## src/include/lcdc_consts.svh

```systemverilog
`ifndef LCDC_CONSTS_SVH
`define LCDC_CONSTS_SVH

// Register offsets on the local port (word index = address)
`define LCDC_OFS_CTRL        2'h0
`define LCDC_OFS_CTRL2       2'h1
`define LCDC_OFS_CKSTP2      2'h2

// Reset values
`define LCDC_CTRL_RST        8'h80
`define LCDC_CTRL2_RST       8'h60
`define LCDC_CKSTP2_RST      8'hff

// Field positions in the first control register
`define LCDC_CTRL_PSW        6
`define LCDC_CTRL_ACT        5
`define LCDC_CTRL_SHOW_RAM_DATA       4

// Field positions in the second control register
`define LCDC_CTRL2_AB        7
`define LCDC_CTRL2_DRIVE_SUPPLY_SELECT      4

// Field position in the clock stop register
`define LCDC_CKSTP2_LCD      0

// Bits that always read as one
`define LCDC_CTRL_FIXED      8'h80
`define LCDC_CTRL2_FIXED     8'h60
`define LCDC_CKSTP2_FIXED    8'hf0

// Frame timing in operating clock ticks
`define LCDC_FRAME_TICKS     8'hff
`define LCDC_FRAME3_TICKS    8'hbf
`define LCDC_STEP_TICKS      7'h40

`endif

```

## src/include/lcdc_pkg.sv

```systemverilog
package lcdc_pkg;

  // Operating clock source, top bit of the frame clock field
  typedef enum logic [0:0] {
    LCDC_SRC_SUB = 1'b0,
    LCDC_SRC_SYS = 1'b1
  } lcdc_src_t;

  // Drive waveform family
  typedef enum logic [0:0] {
    LCDC_WAVE_A = 1'b0,
    LCDC_WAVE_B = 1'b1
  } lcdc_wave_t;

endpackage

```

## src/logic/lcdc_chgpulse.sv

```systemverilog
`include "lcdc_consts.svh"

// Charge/discharge pulse for the split-resistor network
module lcdc_chgpulse (
  // Clock and reset
  input  logic       clk,
  input  logic       rst,
  // Control
  input  logic       run,
  input  logic       op_tick,
  input  logic [3:0] charge_pulse_duty_select,
  // Result
  output logic       charge_connect
);

  logic [4:0] phase_r;     // Position in the 32-tick pulse period
  logic       conn_nxt;    // Connection level for this phase
  logic       conn_r;      // Registered connection level

  // Duty decode against the pulse phase
  always_comb begin
    case (charge_pulse_duty_select)
      4'h0:    conn_nxt = 1'b1;
      4'h7:    conn_nxt = 1'b0;
      4'h8, 4'h9, 4'ha, 4'hb:
               conn_nxt = (phase_r[4:1] == 4'h0);
      4'hc, 4'hd, 4'he, 4'hf:
               conn_nxt = (phase_r == 5'h00);
      default: conn_nxt = ({1'b0, phase_r[4:2]} <
                           charge_pulse_duty_select);
    endcase
  end

  // Phase counter and output flop
  always_ff @(posedge clk) begin
    if (rst || !run) begin
      phase_r <= 5'h00;
      conn_r  <= 1'b0;
    end else begin
      conn_r <= conn_nxt;
      if (op_tick) begin
        phase_r <= phase_r + 5'h01;
      end
    end
  end

  assign charge_connect = conn_r;

endmodule

```

## src/logic/lcdc_ctrl.sv

```systemverilog
// Function
// - Activate bit low halts the controller
// - Activate low forces supply off, keeps registers
// - Sub-clock source divided by one, two, four
// - System source divided by two to 256
// - Halted system clock gives no display
// - Frame is 256 ticks of undivided sub-clock
// - One-third duty makes frames four thirds faster
// - Waveform bit selects A or B drive
// - Reserved second-register bits read one
// - Supply bit selects main supply or booster
// - Duty field sets charge pulse duty
// - Duty is connected time over pulse period
// - Duty code seven keeps network disconnected
// - Module stop bit low means standby
// - Second control register resets to 60 hex
// - Power switch enables supply, off in standby
// - First register resets 80 hex, top bit one

`include "lcdc_consts.svh"

// Register and drive control core of the LCD block.
// First control register layout:
//   bit 7 fixed one, bit 6 power switch, bit 5 activate,
//   bit 4 RAM data shown, bits 3..0 frame clock select.
// Second control register layout:
//   bit 7 waveform, bits 6..5 fixed one, bit 4 supply select,
//   bits 3..0 charge pulse duty select.
// Clock stop register layout:
//   bits 7..4 fixed one, bits 3..1 other modules, bit 0 this module.
// Clock stop bit 0 low puts this module in standby.
// Writes to fixed bits and to index 3 are dropped.
module lcdc_ctrl #(
  parameter int SYS_DIV_W = 8
) (
  // Clock and reset
  input  logic       clk,
  input  logic       rst,
  // Register port
  input  logic [1:0] reg_addr,
  input  logic [7:0] reg_wdata,
  input  logic       reg_wr,
  input  logic       reg_rd,
  output logic [7:0] reg_rdata,
  // Timing sources and chip state
  input  logic       sub_tick,
  input  logic       sys_halted,
  input  logic       chip_standby,
  input  logic       duty_third,
  // Drive outputs
  output logic       drive_enable,
  output logic       frame_strobe,
  output logic [1:0] com_index,
  output logic       drive_polarity,
  output logic       show_ram_data,
  output logic       waveform_type_select,
  // Supply outputs
  output logic       drive_supply_on,
  output logic       booster_run,
  output logic       charge_connect
);

  // Register storage
  // Fixed bits are not stored; they are merged on read
  logic [6:0] ctrl_r;           // First control register, bits 6..0
  logic       wave_r;           // Waveform select
  logic       drive_supply_select_r;           // Drive supply select
  logic [3:0] cds_r;            // Charge pulse duty select
  logic [3:0] ckstp_r;          // Clock stop bits 3..0
  logic [7:0] rdata_r;          // Read data register

  // Decoded fields
  logic       display_activate; // Controller activate
  logic       drive_power_switch; // Supply enable request
  logic       show_ram_bit;     // Display data bit
  logic [3:0] frame_clock_select; // Frame clock code
  logic       lcd_module_stop;  // Clear of module standby

  // Address decode
  logic       sel_ctrl;         // First control register hit
  logic       sel_ctrl2;        // Second control register hit
  logic       sel_ckstp;        // Clock stop register hit
  logic [7:0] rd_mux;           // Read value before the flop

  // Write enables
  logic       wr_ctrl;          // Write hits first control register
  logic       wr_ctrl2;         // Write hits second control register
  logic       wr_ckstp;         // Write hits clock stop register

  // Read words with fixed bits merged
  logic [7:0] rd_ctrl;          // First control register word
  logic [7:0] rd_ctrl2;         // Second control register word
  logic [7:0] rd_ckstp;         // Clock stop register word

  // Operating state
  logic       run;              // Module clock running
  logic       op_tick;          // Operating clock tick
  logic [7:0] tick_cnt_r;       // Position within a frame
  logic [7:0] tick_cnt_nxt;     // Next frame position
  logic [7:0] frame_last;       // Last tick of a frame
  logic       frame_end;        // Frame completes this tick
  logic       frame_par_r;      // Frame parity for B drive
  logic       pol_nxt;          // Next drive polarity
  logic [1:0] com_nxt;          // Common step for the next cycle

  // Registered drive outputs
  logic       frame_strobe_r;   // One-cycle frame strobe
  logic [1:0] com_index_r;      // Active common line
  logic       pol_r;            // Drive polarity
  logic       show_r;           // RAM data gate
  logic       drv_en_r;         // Drive enable
  logic       supply_r;         // Drive supply enable
  logic       boost_r;          // Booster run

  // Supply requests
  logic       supply_req;       // Drive supply wanted
  logic       boost_req;        // Booster wanted

  // Field extraction
  // Frame clock select: top bit picks sub or system clock
  assign drive_power_switch = ctrl_r[`LCDC_CTRL_PSW];
  assign display_activate   = ctrl_r[`LCDC_CTRL_ACT];
  assign show_ram_bit       = ctrl_r[`LCDC_CTRL_SHOW_RAM_DATA];
  assign frame_clock_select = ctrl_r[3:0];
  assign lcd_module_stop    = ckstp_r[`LCDC_CKSTP2_LCD];

  // Address decode
  assign sel_ctrl  = reg_addr == `LCDC_OFS_CTRL;
  assign sel_ctrl2 = reg_addr == `LCDC_OFS_CTRL2;
  assign sel_ckstp = reg_addr == `LCDC_OFS_CKSTP2;

  // Write enables; index 3 takes no write
  assign wr_ctrl  = reg_wr & sel_ctrl;
  assign wr_ctrl2 = reg_wr & sel_ctrl2;
  assign wr_ckstp = reg_wr & sel_ckstp;

  // Read words; fixed bits always read one
  assign rd_ctrl  = `LCDC_CTRL_FIXED | {1'b0, ctrl_r};
  assign rd_ctrl2 = `LCDC_CTRL2_FIXED |
                    {wave_r, 2'b00, drive_supply_select_r, cds_r};
  assign rd_ckstp = `LCDC_CKSTP2_FIXED | {4'h0, ckstp_r};

  // Read selection; unmapped index reads zero
  assign rd_mux = sel_ctrl  ? rd_ctrl  :
                  sel_ctrl2 ? rd_ctrl2 :
                  sel_ckstp ? rd_ckstp :
                  8'h00;

  // First control register; top bit is not stored
  // Frame clock changes take effect from the next clock; prescalers run on
  always_ff @(posedge clk) begin
    if (rst) begin
      ctrl_r <= 7'(`LCDC_CTRL_RST);
    end else if (wr_ctrl) begin                            // Software write
      ctrl_r <= reg_wdata[6:0];
    end
  end

  // Second control register; bits 6 and 5 not stored
  // Duty changes apply from the next clock; pulse phase runs on
  always_ff @(posedge clk) begin
    if (rst) begin
      wave_r <= 1'(`LCDC_CTRL2_RST >> `LCDC_CTRL2_AB);
      drive_supply_select_r <= 1'(`LCDC_CTRL2_RST >> `LCDC_CTRL2_DRIVE_SUPPLY_SELECT);
      cds_r  <= 4'(`LCDC_CTRL2_RST);
    end else if (wr_ctrl2) begin                           // Software write
      wave_r <= reg_wdata[`LCDC_CTRL2_AB];
      drive_supply_select_r <= reg_wdata[`LCDC_CTRL2_DRIVE_SUPPLY_SELECT];
      cds_r  <= reg_wdata[3:0];
    end
  end

  // Clock stop register; upper nibble reads one
  // Bits 3..1 belong to other modules: stored, drive nothing here
  always_ff @(posedge clk) begin
    if (rst) begin
      ckstp_r <= 4'(`LCDC_CKSTP2_RST);
    end else if (wr_ckstp) begin                           // Software write
      ckstp_r <= reg_wdata[3:0];
    end
  end

  // Read data stands only in the cycle after the strobe
  // Zero otherwise, so a stale word never looks like an answer
  always_ff @(posedge clk) begin
    if (rst) begin
      rdata_r <= 8'h00;
    end else begin
      rdata_r <= reg_rd ? rd_mux : 8'h00;
    end
  end

  assign reg_rdata = rdata_r;

  // Module runs only when activated and out of standby
  // Registers survive a halt; only counters and drive flops clear
  assign run = display_activate
             & lcd_module_stop;

  // Operating clock tick from the selected source
  // Prescalers sit in reset while the module clock is gated
  lcdc_tickgen #(
    .SYS_DIV_W (SYS_DIV_W)
  ) u_tickgen (
    .clk                (clk),
    .rst                (rst),
    .run                (run),
    .frame_clock_select (frame_clock_select),
    .sub_tick           (sub_tick),
    .sys_halted         (sys_halted),
    .op_tick            (op_tick)
  );

  // Frame length: 256 ticks, or 192 at one-third duty
  // Four common steps of 64 ticks, or three at one-third duty
  assign frame_last = duty_third ? `LCDC_FRAME3_TICKS
                                 : `LCDC_FRAME_TICKS;
  assign frame_end  = op_tick && (tick_cnt_r == frame_last);

  // Frame position advance
  // Wraps to zero on the last tick of a frame
  assign tick_cnt_nxt = frame_end ? 8'h00 : tick_cnt_r + 8'h01;

  // A drive flips every 32 ticks, inside each common step;
  // B drive holds one polarity per frame and flips at frame end
  assign pol_nxt = (wave_r == lcdc_pkg::LCDC_WAVE_B) ?
                   frame_par_r : tick_cnt_r[5];

  // Common step follows the top bits of the frame position
  assign com_nxt = tick_cnt_r[7:6];

  // Frame counter, cleared while the module clock is gated
  // Selecting one-third duty past tick 191 runs on to 255 and wraps:
  // one long frame, never a hang
  always_ff @(posedge clk) begin
    if (rst || !run) begin
      tick_cnt_r  <= 8'h00;
      frame_par_r <= 1'b0;
    end else if (op_tick) begin
      tick_cnt_r <= tick_cnt_nxt;
      if (frame_end) begin
        frame_par_r <= ~frame_par_r;
      end
    end
  end

  // Drive outputs, all quiet while halted
  // Launched one cycle after the frame position they describe
  always_ff @(posedge clk) begin
    if (rst || !run) begin
      frame_strobe_r <= 1'b0;
      com_index_r    <= 2'h0;
      pol_r          <= 1'b0;
      show_r         <= 1'b0;
      drv_en_r       <= 1'b0;
    end else begin
      frame_strobe_r <= frame_end;
      com_index_r    <= com_nxt;
      pol_r          <= pol_nxt;
      show_r         <= show_ram_bit;
      drv_en_r       <= 1'b1;
    end
  end

  // Supply wanted only when active, switched on, out of standby
  assign supply_req = run & drive_power_switch
                    & ~chip_standby;
  // Booster runs only under a live supply with the boost select set
  assign boost_req  = supply_req & drive_supply_select_r;

  // Supply control flops
  always_ff @(posedge clk) begin
    if (rst) begin
      supply_r <= 1'b0;                                    // Supply off
      boost_r  <= 1'b0;                                    // Booster off
    end else begin
      supply_r <= supply_req;
      boost_r  <= boost_req;
    end
  end

  // Charge/discharge pulse generator
  // Pulse period is 32 operating ticks; connection off while halted
  lcdc_chgpulse u_chgpulse (
    .clk                      (clk),
    .rst                      (rst),
    .run                      (run),
    .op_tick                  (op_tick),
    .charge_pulse_duty_select (cds_r),
    .charge_connect           (charge_connect)
  );

  // Output assignments
  // Every data output comes straight from a flop
  assign drive_enable         = drv_en_r;
  assign frame_strobe         = frame_strobe_r;
  assign com_index            = com_index_r;
  assign drive_polarity       = pol_r;
  assign show_ram_data        = show_r;
  assign waveform_type_select = wave_r;
  assign drive_supply_on      = supply_r;
  assign booster_run          = boost_r;

endmodule

```

## src/logic/lcdc_tickgen.sv

```systemverilog
`include "lcdc_consts.svh"

// Operating clock tick generator for the frame logic
module lcdc_tickgen #(
  parameter int SYS_DIV_W = 8
) (
  // Clock and reset
  input  logic       clk,
  input  logic       rst,
  // Control
  input  logic       run,
  input  logic [3:0] frame_clock_select,
  input  logic       sub_tick,
  input  logic       sys_halted,
  // Result
  output logic       op_tick
);

  logic [SYS_DIV_W-1:0] sys_cnt_r;   // System clock prescaler
  logic [1:0]           sub_cnt_r;   // Sub-clock prescaler
  logic [SYS_DIV_W-1:0] sys_mask;    // Ones above the selected width
  logic                 sys_tick;    // Divided system clock tick
  logic                 sub_sel_tick;// Divided sub-clock tick
  logic                 use_sys;     // Source is system clock

  assign use_sys = frame_clock_select[3] == lcdc_pkg::LCDC_SRC_SYS;

  // Mask out the high bits; low (code+1) bits must all be one
  genvar g;
  generate
    for (g = 0; g < SYS_DIV_W; g++) begin : g_mask
      assign sys_mask[g] = (g > frame_clock_select[2:0]);
    end
  endgenerate

  // Halted system clock yields no ticks at all
  assign sys_tick = (&(sys_cnt_r | sys_mask)) & ~sys_halted;

  // Sub-clock: 00 undivided, 01 halved, 1x quartered
  assign sub_sel_tick = frame_clock_select[1] ?
                        (sub_tick & (&sub_cnt_r)) :
                        frame_clock_select[0] ?
                        (sub_tick & sub_cnt_r[0]) : sub_tick;

  assign op_tick = run & (use_sys ? sys_tick : sub_sel_tick);

  // Prescalers, held in reset while the module is idle
  always_ff @(posedge clk) begin
    if (rst || !run) begin
      sys_cnt_r <= '0;
      sub_cnt_r <= 2'h0;
    end else begin
      if (!sys_halted) begin
        sys_cnt_r <= sys_cnt_r + 1'b1;
      end
      if (sub_tick) begin
        sub_cnt_r <= sub_cnt_r + 2'h1;
      end
    end
  end

endmodule

```

## config.mk

```make
export PLATFORM = sky130hd
export DESIGN_NAME = lcdc_ctrl
export DESIGN_NICKNAME = d
export VERILOG_FILES = /design/src/include/lcdc_pkg.sv /design/src/logic/lcdc_chgpulse.sv /design/src/logic/lcdc_ctrl.sv /design/src/logic/lcdc_tickgen.sv
export VERILOG_INCLUDE_DIRS = /design/src /design/src/include
export SDC_FILE = /design/constraint.sdc
export NUM_CORES = 1
export LEC_CHECK = 0
export BUFFER_PORTS_ARGS = -buffer_cell sky130_fd_sc_hd__buf_2
export CAP_MARGIN = 20
export CELL_PAD_IN_SITES_DETAIL_PLACEMENT = 2
export CELL_PAD_IN_SITES_GLOBAL_PLACEMENT = 2
export CORE_UTILIZATION = 34
export DETAILED_ROUTE_END_ITERATION = 8
export PLACE_DENSITY = 0.74
export REMOVE_ABC_BUFFERS = 1
export SLEW_MARGIN = 20
export SYNTH_ARGS = -nofsm -noshare
export SYNTH_HDL_FRONTEND = slang
export SYNTH_SLANG_ARGS = --single-unit
```

## constraint.sdc

```tcl
create_clock -name clk -period 2.6 [get_ports clk]
set_input_delay 0.26 -clock clk [delete_from_list [all_inputs] [get_ports clk]]
set_output_delay 0.26 -clock clk [all_outputs]
set_load 0.05 [all_outputs]
```

# Word-level counts from Yosys, hierarchy flattened
# Cells that the tools add are included.
# Widths: inputs -> output; s select.
[totals]
reg_bits = 58
out_inout_bits = 18
word_cells = 83
[classes]
n_addsub = 4
n_lt_le_gt_ge = 8
eq_ne = 12
n_mux = 11
bitwise = 16
reduce_logical = 13
[op_table]
columns = ["cell", "n"]
rows = [
  ["$eq 4x4->1 const B", 8],
  ["$mux 8", 4],
  ["$add 8x1->8 const B", 2],
  ["$gt 3x3->1 const A", 4],
  ["$and 1x1->1", 11],
  ["$eq 8x8->1", 1],
  ["$logic_not 4->1", 2],
  ["$or 8x8->8", 1],
  ["$reduce_and 8->1", 1],
  ["$reduce_or 4->1", 2],
  ["$mux 7", 1],
  ["$gt 2x3->1 const A", 2],
  ["$add 5x1->5 const B", 1],
  ["$logic_not 5->1", 1],
  ["$mux 1", 5],
  ["$eq 4x3->1 const B", 1],
  ["$lt 3x4->1", 1],
  ["$not 1->1", 4],
  ["$pmux 1 s4", 1],
  ["$reduce_and 2->1", 2],
  ["$gt 1x3->1 const A", 1],
  ["$add 2x1->2 const B", 1],
  ["$eq 2x1->1 const B", 1],
  ["$eq 2x2->1 const B", 1],
  ["5 further kinds", 5],
]

# Longest topological paths before layout
[depth]
depth_word = 8
ltp_mapped = 8
ltp_nobuf = 6

# Hierarchy
# Synthesis repeated with hierarchy kept, for this count alone.
[hier_totals]
hier_cells = 281
hier_area_um2 = 2552.4
[modules_own_cells]
columns = ["mod", "n_inst", "cells_per_inst", "area_per_inst_um2", "seq_area_each_um2"]
rows = [
  ["lcdc_ctrl", 1, 183, 1695.4, 840.8],
  ["lcdc_tickgen", 1, 61, 521.8, 200.2],
  ["lcdc_chgpulse", 1, 37, 335.3, 120.1],
]

# Worst setup path before layout
# Ideal clock, no wire load.
[synth_timing]
kind = "flip-flop to flip-flop"
start = "register u_tickgen.sub_cnt_r[0]"
end = "register frame_par_r"
arrival_time_ps = 1744
path_slack_ps = 786
stages_incl_launch_ff = 7
period_less_slack_ps = 1814
cell_sequence = "dfxtp_1 -> ha_1 -> and2b_1 -> nor4b_4 -> a211oi_2 -> or4_1 -> a21oi_1"
[synth_between]
elab_chain_len = 7
word_cells_on_any_way = 9
classes_between = "3 x mux; 3 x bitwise; 3 x reduce/logical"
[synth_lines]
columns = ["item", "line", "source"]
rows = [
  ["start: declaration", "lcdc_tickgen.sv:20", "logic [1:0] sub_cnt_r;"],
  ["start signal: assignment", "lcdc_tickgen.sv:57", "sub_cnt_r <= sub_cnt_r + 2'h1;"],
  ["$and 1x1->1 / $reduce_and 2->1 (equally long branches)", "lcdc_tickgen.sv:43, lcdc_tickgen.sv:41", ""],
  ["$mux 1 / $and 1x1->1 (equally long branches)", "lcdc_tickgen.sv:42, lcdc_tickgen.sv:41", ""],
  ["$mux 1 (*)", "lcdc_tickgen.sv:40", "assign sub_sel_tick = frame_clock_select[1] ?"],
  ["$mux 1 (*)", "lcdc_tickgen.sv:45", "assign op_tick = run & (use_sys ? sys_tick : sub_sel_tick);"],
  ["$and 1x1->1 (*)", "lcdc_tickgen.sv:45", ""],
  ["$logic_and 1x1->1", "lcdc_ctrl.sv:218", "assign frame_end = op_tick && (tick_cnt_r == frame_last);"],
  ["$reduce_and 2->1 (no line) (*)", "-", ""],
  ["end signal: assignment", "lcdc_ctrl.sv:242", "frame_par_r <= ~frame_par_r;"],
  ["end: declaration", "lcdc_ctrl.sv:102", "logic frame_par_r;"],
]
# Mark *: on every way between the ends. The rest lies on a longest branch, timed or not.
# A chain may end at the register's enable or synchronous reset.

# Worst setup path in the final report
[layout_timing]
start = "register u_tickgen.sub_cnt_r[0]"
end = "register u_chgpulse.phase_r[4]"
[layout_between]
elab_chain_len = 5
word_cells_on_any_way = 7
classes_between = "3 x mux; 3 x bitwise; 1 x reduce/logical"
[layout_lines]
columns = ["item", "line", "source"]
rows = [
  ["$and 1x1->1 / $reduce_and 2->1 (equally long branches)", "lcdc_tickgen.sv:43, lcdc_tickgen.sv:41", ""],
  ["$mux 1 / $and 1x1->1 (equally long branches)", "lcdc_tickgen.sv:42, lcdc_tickgen.sv:41", ""],
  ["$mux 1 (*)", "lcdc_tickgen.sv:40", ""],
  ["$mux 1 (*)", "lcdc_tickgen.sv:45", ""],
  ["$and 1x1->1 (*)", "lcdc_tickgen.sv:45", ""],
  ["end signal: assignment", "lcdc_chgpulse.sv:42", "phase_r <= phase_r + 5'h01;"],
  ["end: declaration", "lcdc_chgpulse.sv:16", "logic [4:0] phase_r;"],
]
# Marked as above.

==> summary.txt <==
Logic synthesis
  – Count of different cell masters after synthesis: 41
  – Syn Area/Cell: 8.56 um^2
  – Mapped Area: 0.00259 mm^2
  – Most frequent cell after synthesis: dfxtp_1
  – Number of enable flip-flop cells after synthesis: 0
  – Synthesized instance count: between 300 and 400
  – Synth area leaders: dfxtp_1 (45%), a21oi_1 (7.5%), nand2_1 (5.7%), ha_1 (4.8%), nand3_1 (4.5%)
  – Share of the synthesized area in the top cell type: 0.449
  – Ys async rst share: 0
  – Leading area contributor after synthesis: dfxtp_1
  – Synth warn: 0
  – Most frequent cells after synthesis: dfxtp_1 (58), a21oi_1 (39), nand2_1 (39)
  – Ys flop type: dfxtp_1
  – Register area share after synthesis: 0.449
  – #FFs+latches synth: 58

Layout
  – ANT cells: 0
  – Share of layout cells above drive strength 1: 0.184
  – NumNets Final: 366
  – Final cell count without fillers: ~440
  – Area Overhead vs Synth: 19.3%
  – Filler cells: 856

Min path
  – Hold WC Path Type: in2reg

Clock network
  – # hold bufs at CTS: 0
  – Clk buf depth: 2
  – Num CTS Buffers: 9
  – Post-CTS setup buffer count: 0
  – # clock sinks: 58
  – TritonCTS clock tree: done
  – # resized after CTS: 0
  – Clk_lat worst skew: 0.34 ns
  – Clock-pin slew on the worst setup and hold paths: 0.07 ns
  – H-tree depth: 3
  – Clk root buf: clkbuf_8

Timing
  – Tmin final: about 2.2 ns
  – Fin crit share: 0.830
  – Worst Tran Pin Value: 0.701 ns
  – Final slew viol count: 0
  – Endpoints failing setup: 0
  – RSZ-0062 raised after global routing: no
  – Worst Clk Skew: roughly 0.010 ns
  – Fmax: 0.464 GHz
  – Worst rel slew slack: 0.532
  – Hold Vio Cnt, Final: 0
  – Setup_tns: 0 ns

Route
  – Final antenna-violating net count: 0
  – DRC Markers: 0
  – Vias per cell: 5.25
  – First-pass detailed-route iteration total: 4
  – Vias: around 2,300
  – Routed len/inst: between 15 and 20 um
  – DRT iter0 DRCs: between 40 and 50
  – Final WL: 7.44 mm

Power
  – Peak VDD IR: 0.000407 V
  – Pwr Total: 2.00 mW
  – Power Density: approximately 650 mW/mm^2
  – P_leak: roughly 1.2 nW

Placed design
  – Dpl hpwl: 5.34 mm
  – Final GP Congestion: 0.748
  – Inst Count DP: 426
  – Port bufs: 35

Worst setup path
  – Worst Path Max Fanout: 12
  – Kind of critical path: reg2reg
  – Crit path DAT: between 2 and 2.5 ns
  – Setup crit start kind: register
  – Crit end category: register
  – Worst endpoint required time: 2.87 ns

Global route
  – Antenna violations before repair: 0
  – Vias in the first global route: 2,461
  – First-pass GRT wire length: 12.3 mm
  – Largest net degree at the start of global routing: 25
  – GR Overflow Total: 0
  – Overall routing resource usage: 0.209

Floorplanning
  – Full die area: 0.00796 mm^2
  – # rows: 31
  – Core ar.: 0.00729 mm^2
  – Die width: 89.2 um
  – I/O pin total: 36
  – Die Y: 89.2 um
  – Initial Util: 0.355

Run
  – Max cap viols: 0

Outcome
  – Run status: finished clean
critical path: stages (launching register included):
cell      delay [ns]
dfxtp_1         0.40
ha_1            0.16
and2b_1         0.20
nor4b_4         0.33
a211oi_2        0.14
buf_4           0.20
or4_1           0.50
a21oi_1         0.16
kinds of logic (layout without fill, tap and decap cells):
kind of cell	after synthesis	count (layout)	share of synthesized area
and+or+nand+nor	125	125	0.248
DFF	58	58	0.449
xor gates and xnor gates	7	7	0.0237
AOI/OAI and AO/OA	73	73	0.181
muxes	3	3	0.0116
buffers and inverters	26	67	0.0382
adders and majority gates	10	10	0.0484
power breakdown:
part           internal (mW)  switching (mW)
combinational         0.0485          0.0994
clock                  0.563           0.370
sequential             0.904          0.0127
area by class of cell:
cell class | count | area [um^2] | share of cell area
multi-input cells | 218 | 1330 | 0.430
flip-flops and latches | 58 | 1160 | 0.376
repair buffers | 40 | 213 | 0.0690
clock buffers | 11 | 141 | 0.0458
well taps | 99 | 124 | 0.0402
clock inverters | 5 | 77.6 | 0.0252
inverters | 11 | 41.3 | 0.0134
state kept, by name (all words and copies together), names as in the netlist, 4 cells and up:
name                 flops
cds_r                    4
u_chgpulse.phase_r       5
reg_rdata                8
tick_cnt_r               8
u_tickgen.sys_cnt_r      8
ctrl_r                   7
ckstp_r                  4
placed cells by master, fill, tap and decap left out, types with 2 or more instances in the layout:
master	instances
clkbuf_8	10
dfxtp_1	58
o31ai_1	6
and2_1	5
mux2i_1	3
a211o_1	5
o21ai_0	7
xor2_1	3
o221a_2	3
nand2b_1	5
a21oi_1	39
nand2_1	39
buf_2	35
bufinv_16	2
buf_4	5
a41o_1	3
clkinv_2	2
a31oi_1	2
inv_1	10
and3_1	7
nor3_1	5
nand3b_1	3
or4_1	6
nor2_1	18
nand3_1	23
nand4_1	2
xnor2_1	4
nor2b_1	5
a211oi_1	2
ha_1	10
final timing paths:
kind,cells after the start,start,slack [ns],to
worst max-delay path,7,u_tickgen.sub_cnt_r[0]$_SDFFE_PN0P_,0.44,u_chgpulse.phase_r[4]$_SDFFE_PN0P_
worst min-delay path,2,chip_standby,0.10,drive_supply_on$_SDFF_PP0_
worst max register to register,7,u_tickgen.sub_cnt_r[0]$_SDFFE_PN0P_,0.44,u_chgpulse.phase_r[4]$_SDFFE_PN0P_
worst min register to register,2,ctrl_r[6]$_SDFFE_PP0P_,0.47,ctrl_r[6]$_SDFFE_PP0P_
per-stage QoR:
stage	hold slack (ns)	utilization	worst slack [ns]	cell area (um^2)
2_1_floorplan	0.329	-	0.708	2530
3_3_place_gp	0.444	0.393	0.538	2870
3_5_place_dp	0.451	0.393	0.424	2870
4_1_cts	0.0920	0.423	0.425	3080
5_1_grt	0.0983	0.423	0.276	3080
6_report	0.100	0.423	0.443	3080
metal layers:
metal | vias up | part of all wire | wire length (um) | track usage
met5 | - | 0 | 0 | 0
met4 | 0 | 0.013 | 99 | 0.0649
met3 | 9 | 0.026 | 190 | 0.0452
met2 | 33 | 0.50 | 3720 | 0.381
met1 | 1135 | 0.46 | 3430 | 0.245
li1 | 1142 | - | - | -
(Power assumes the default switching activity.)
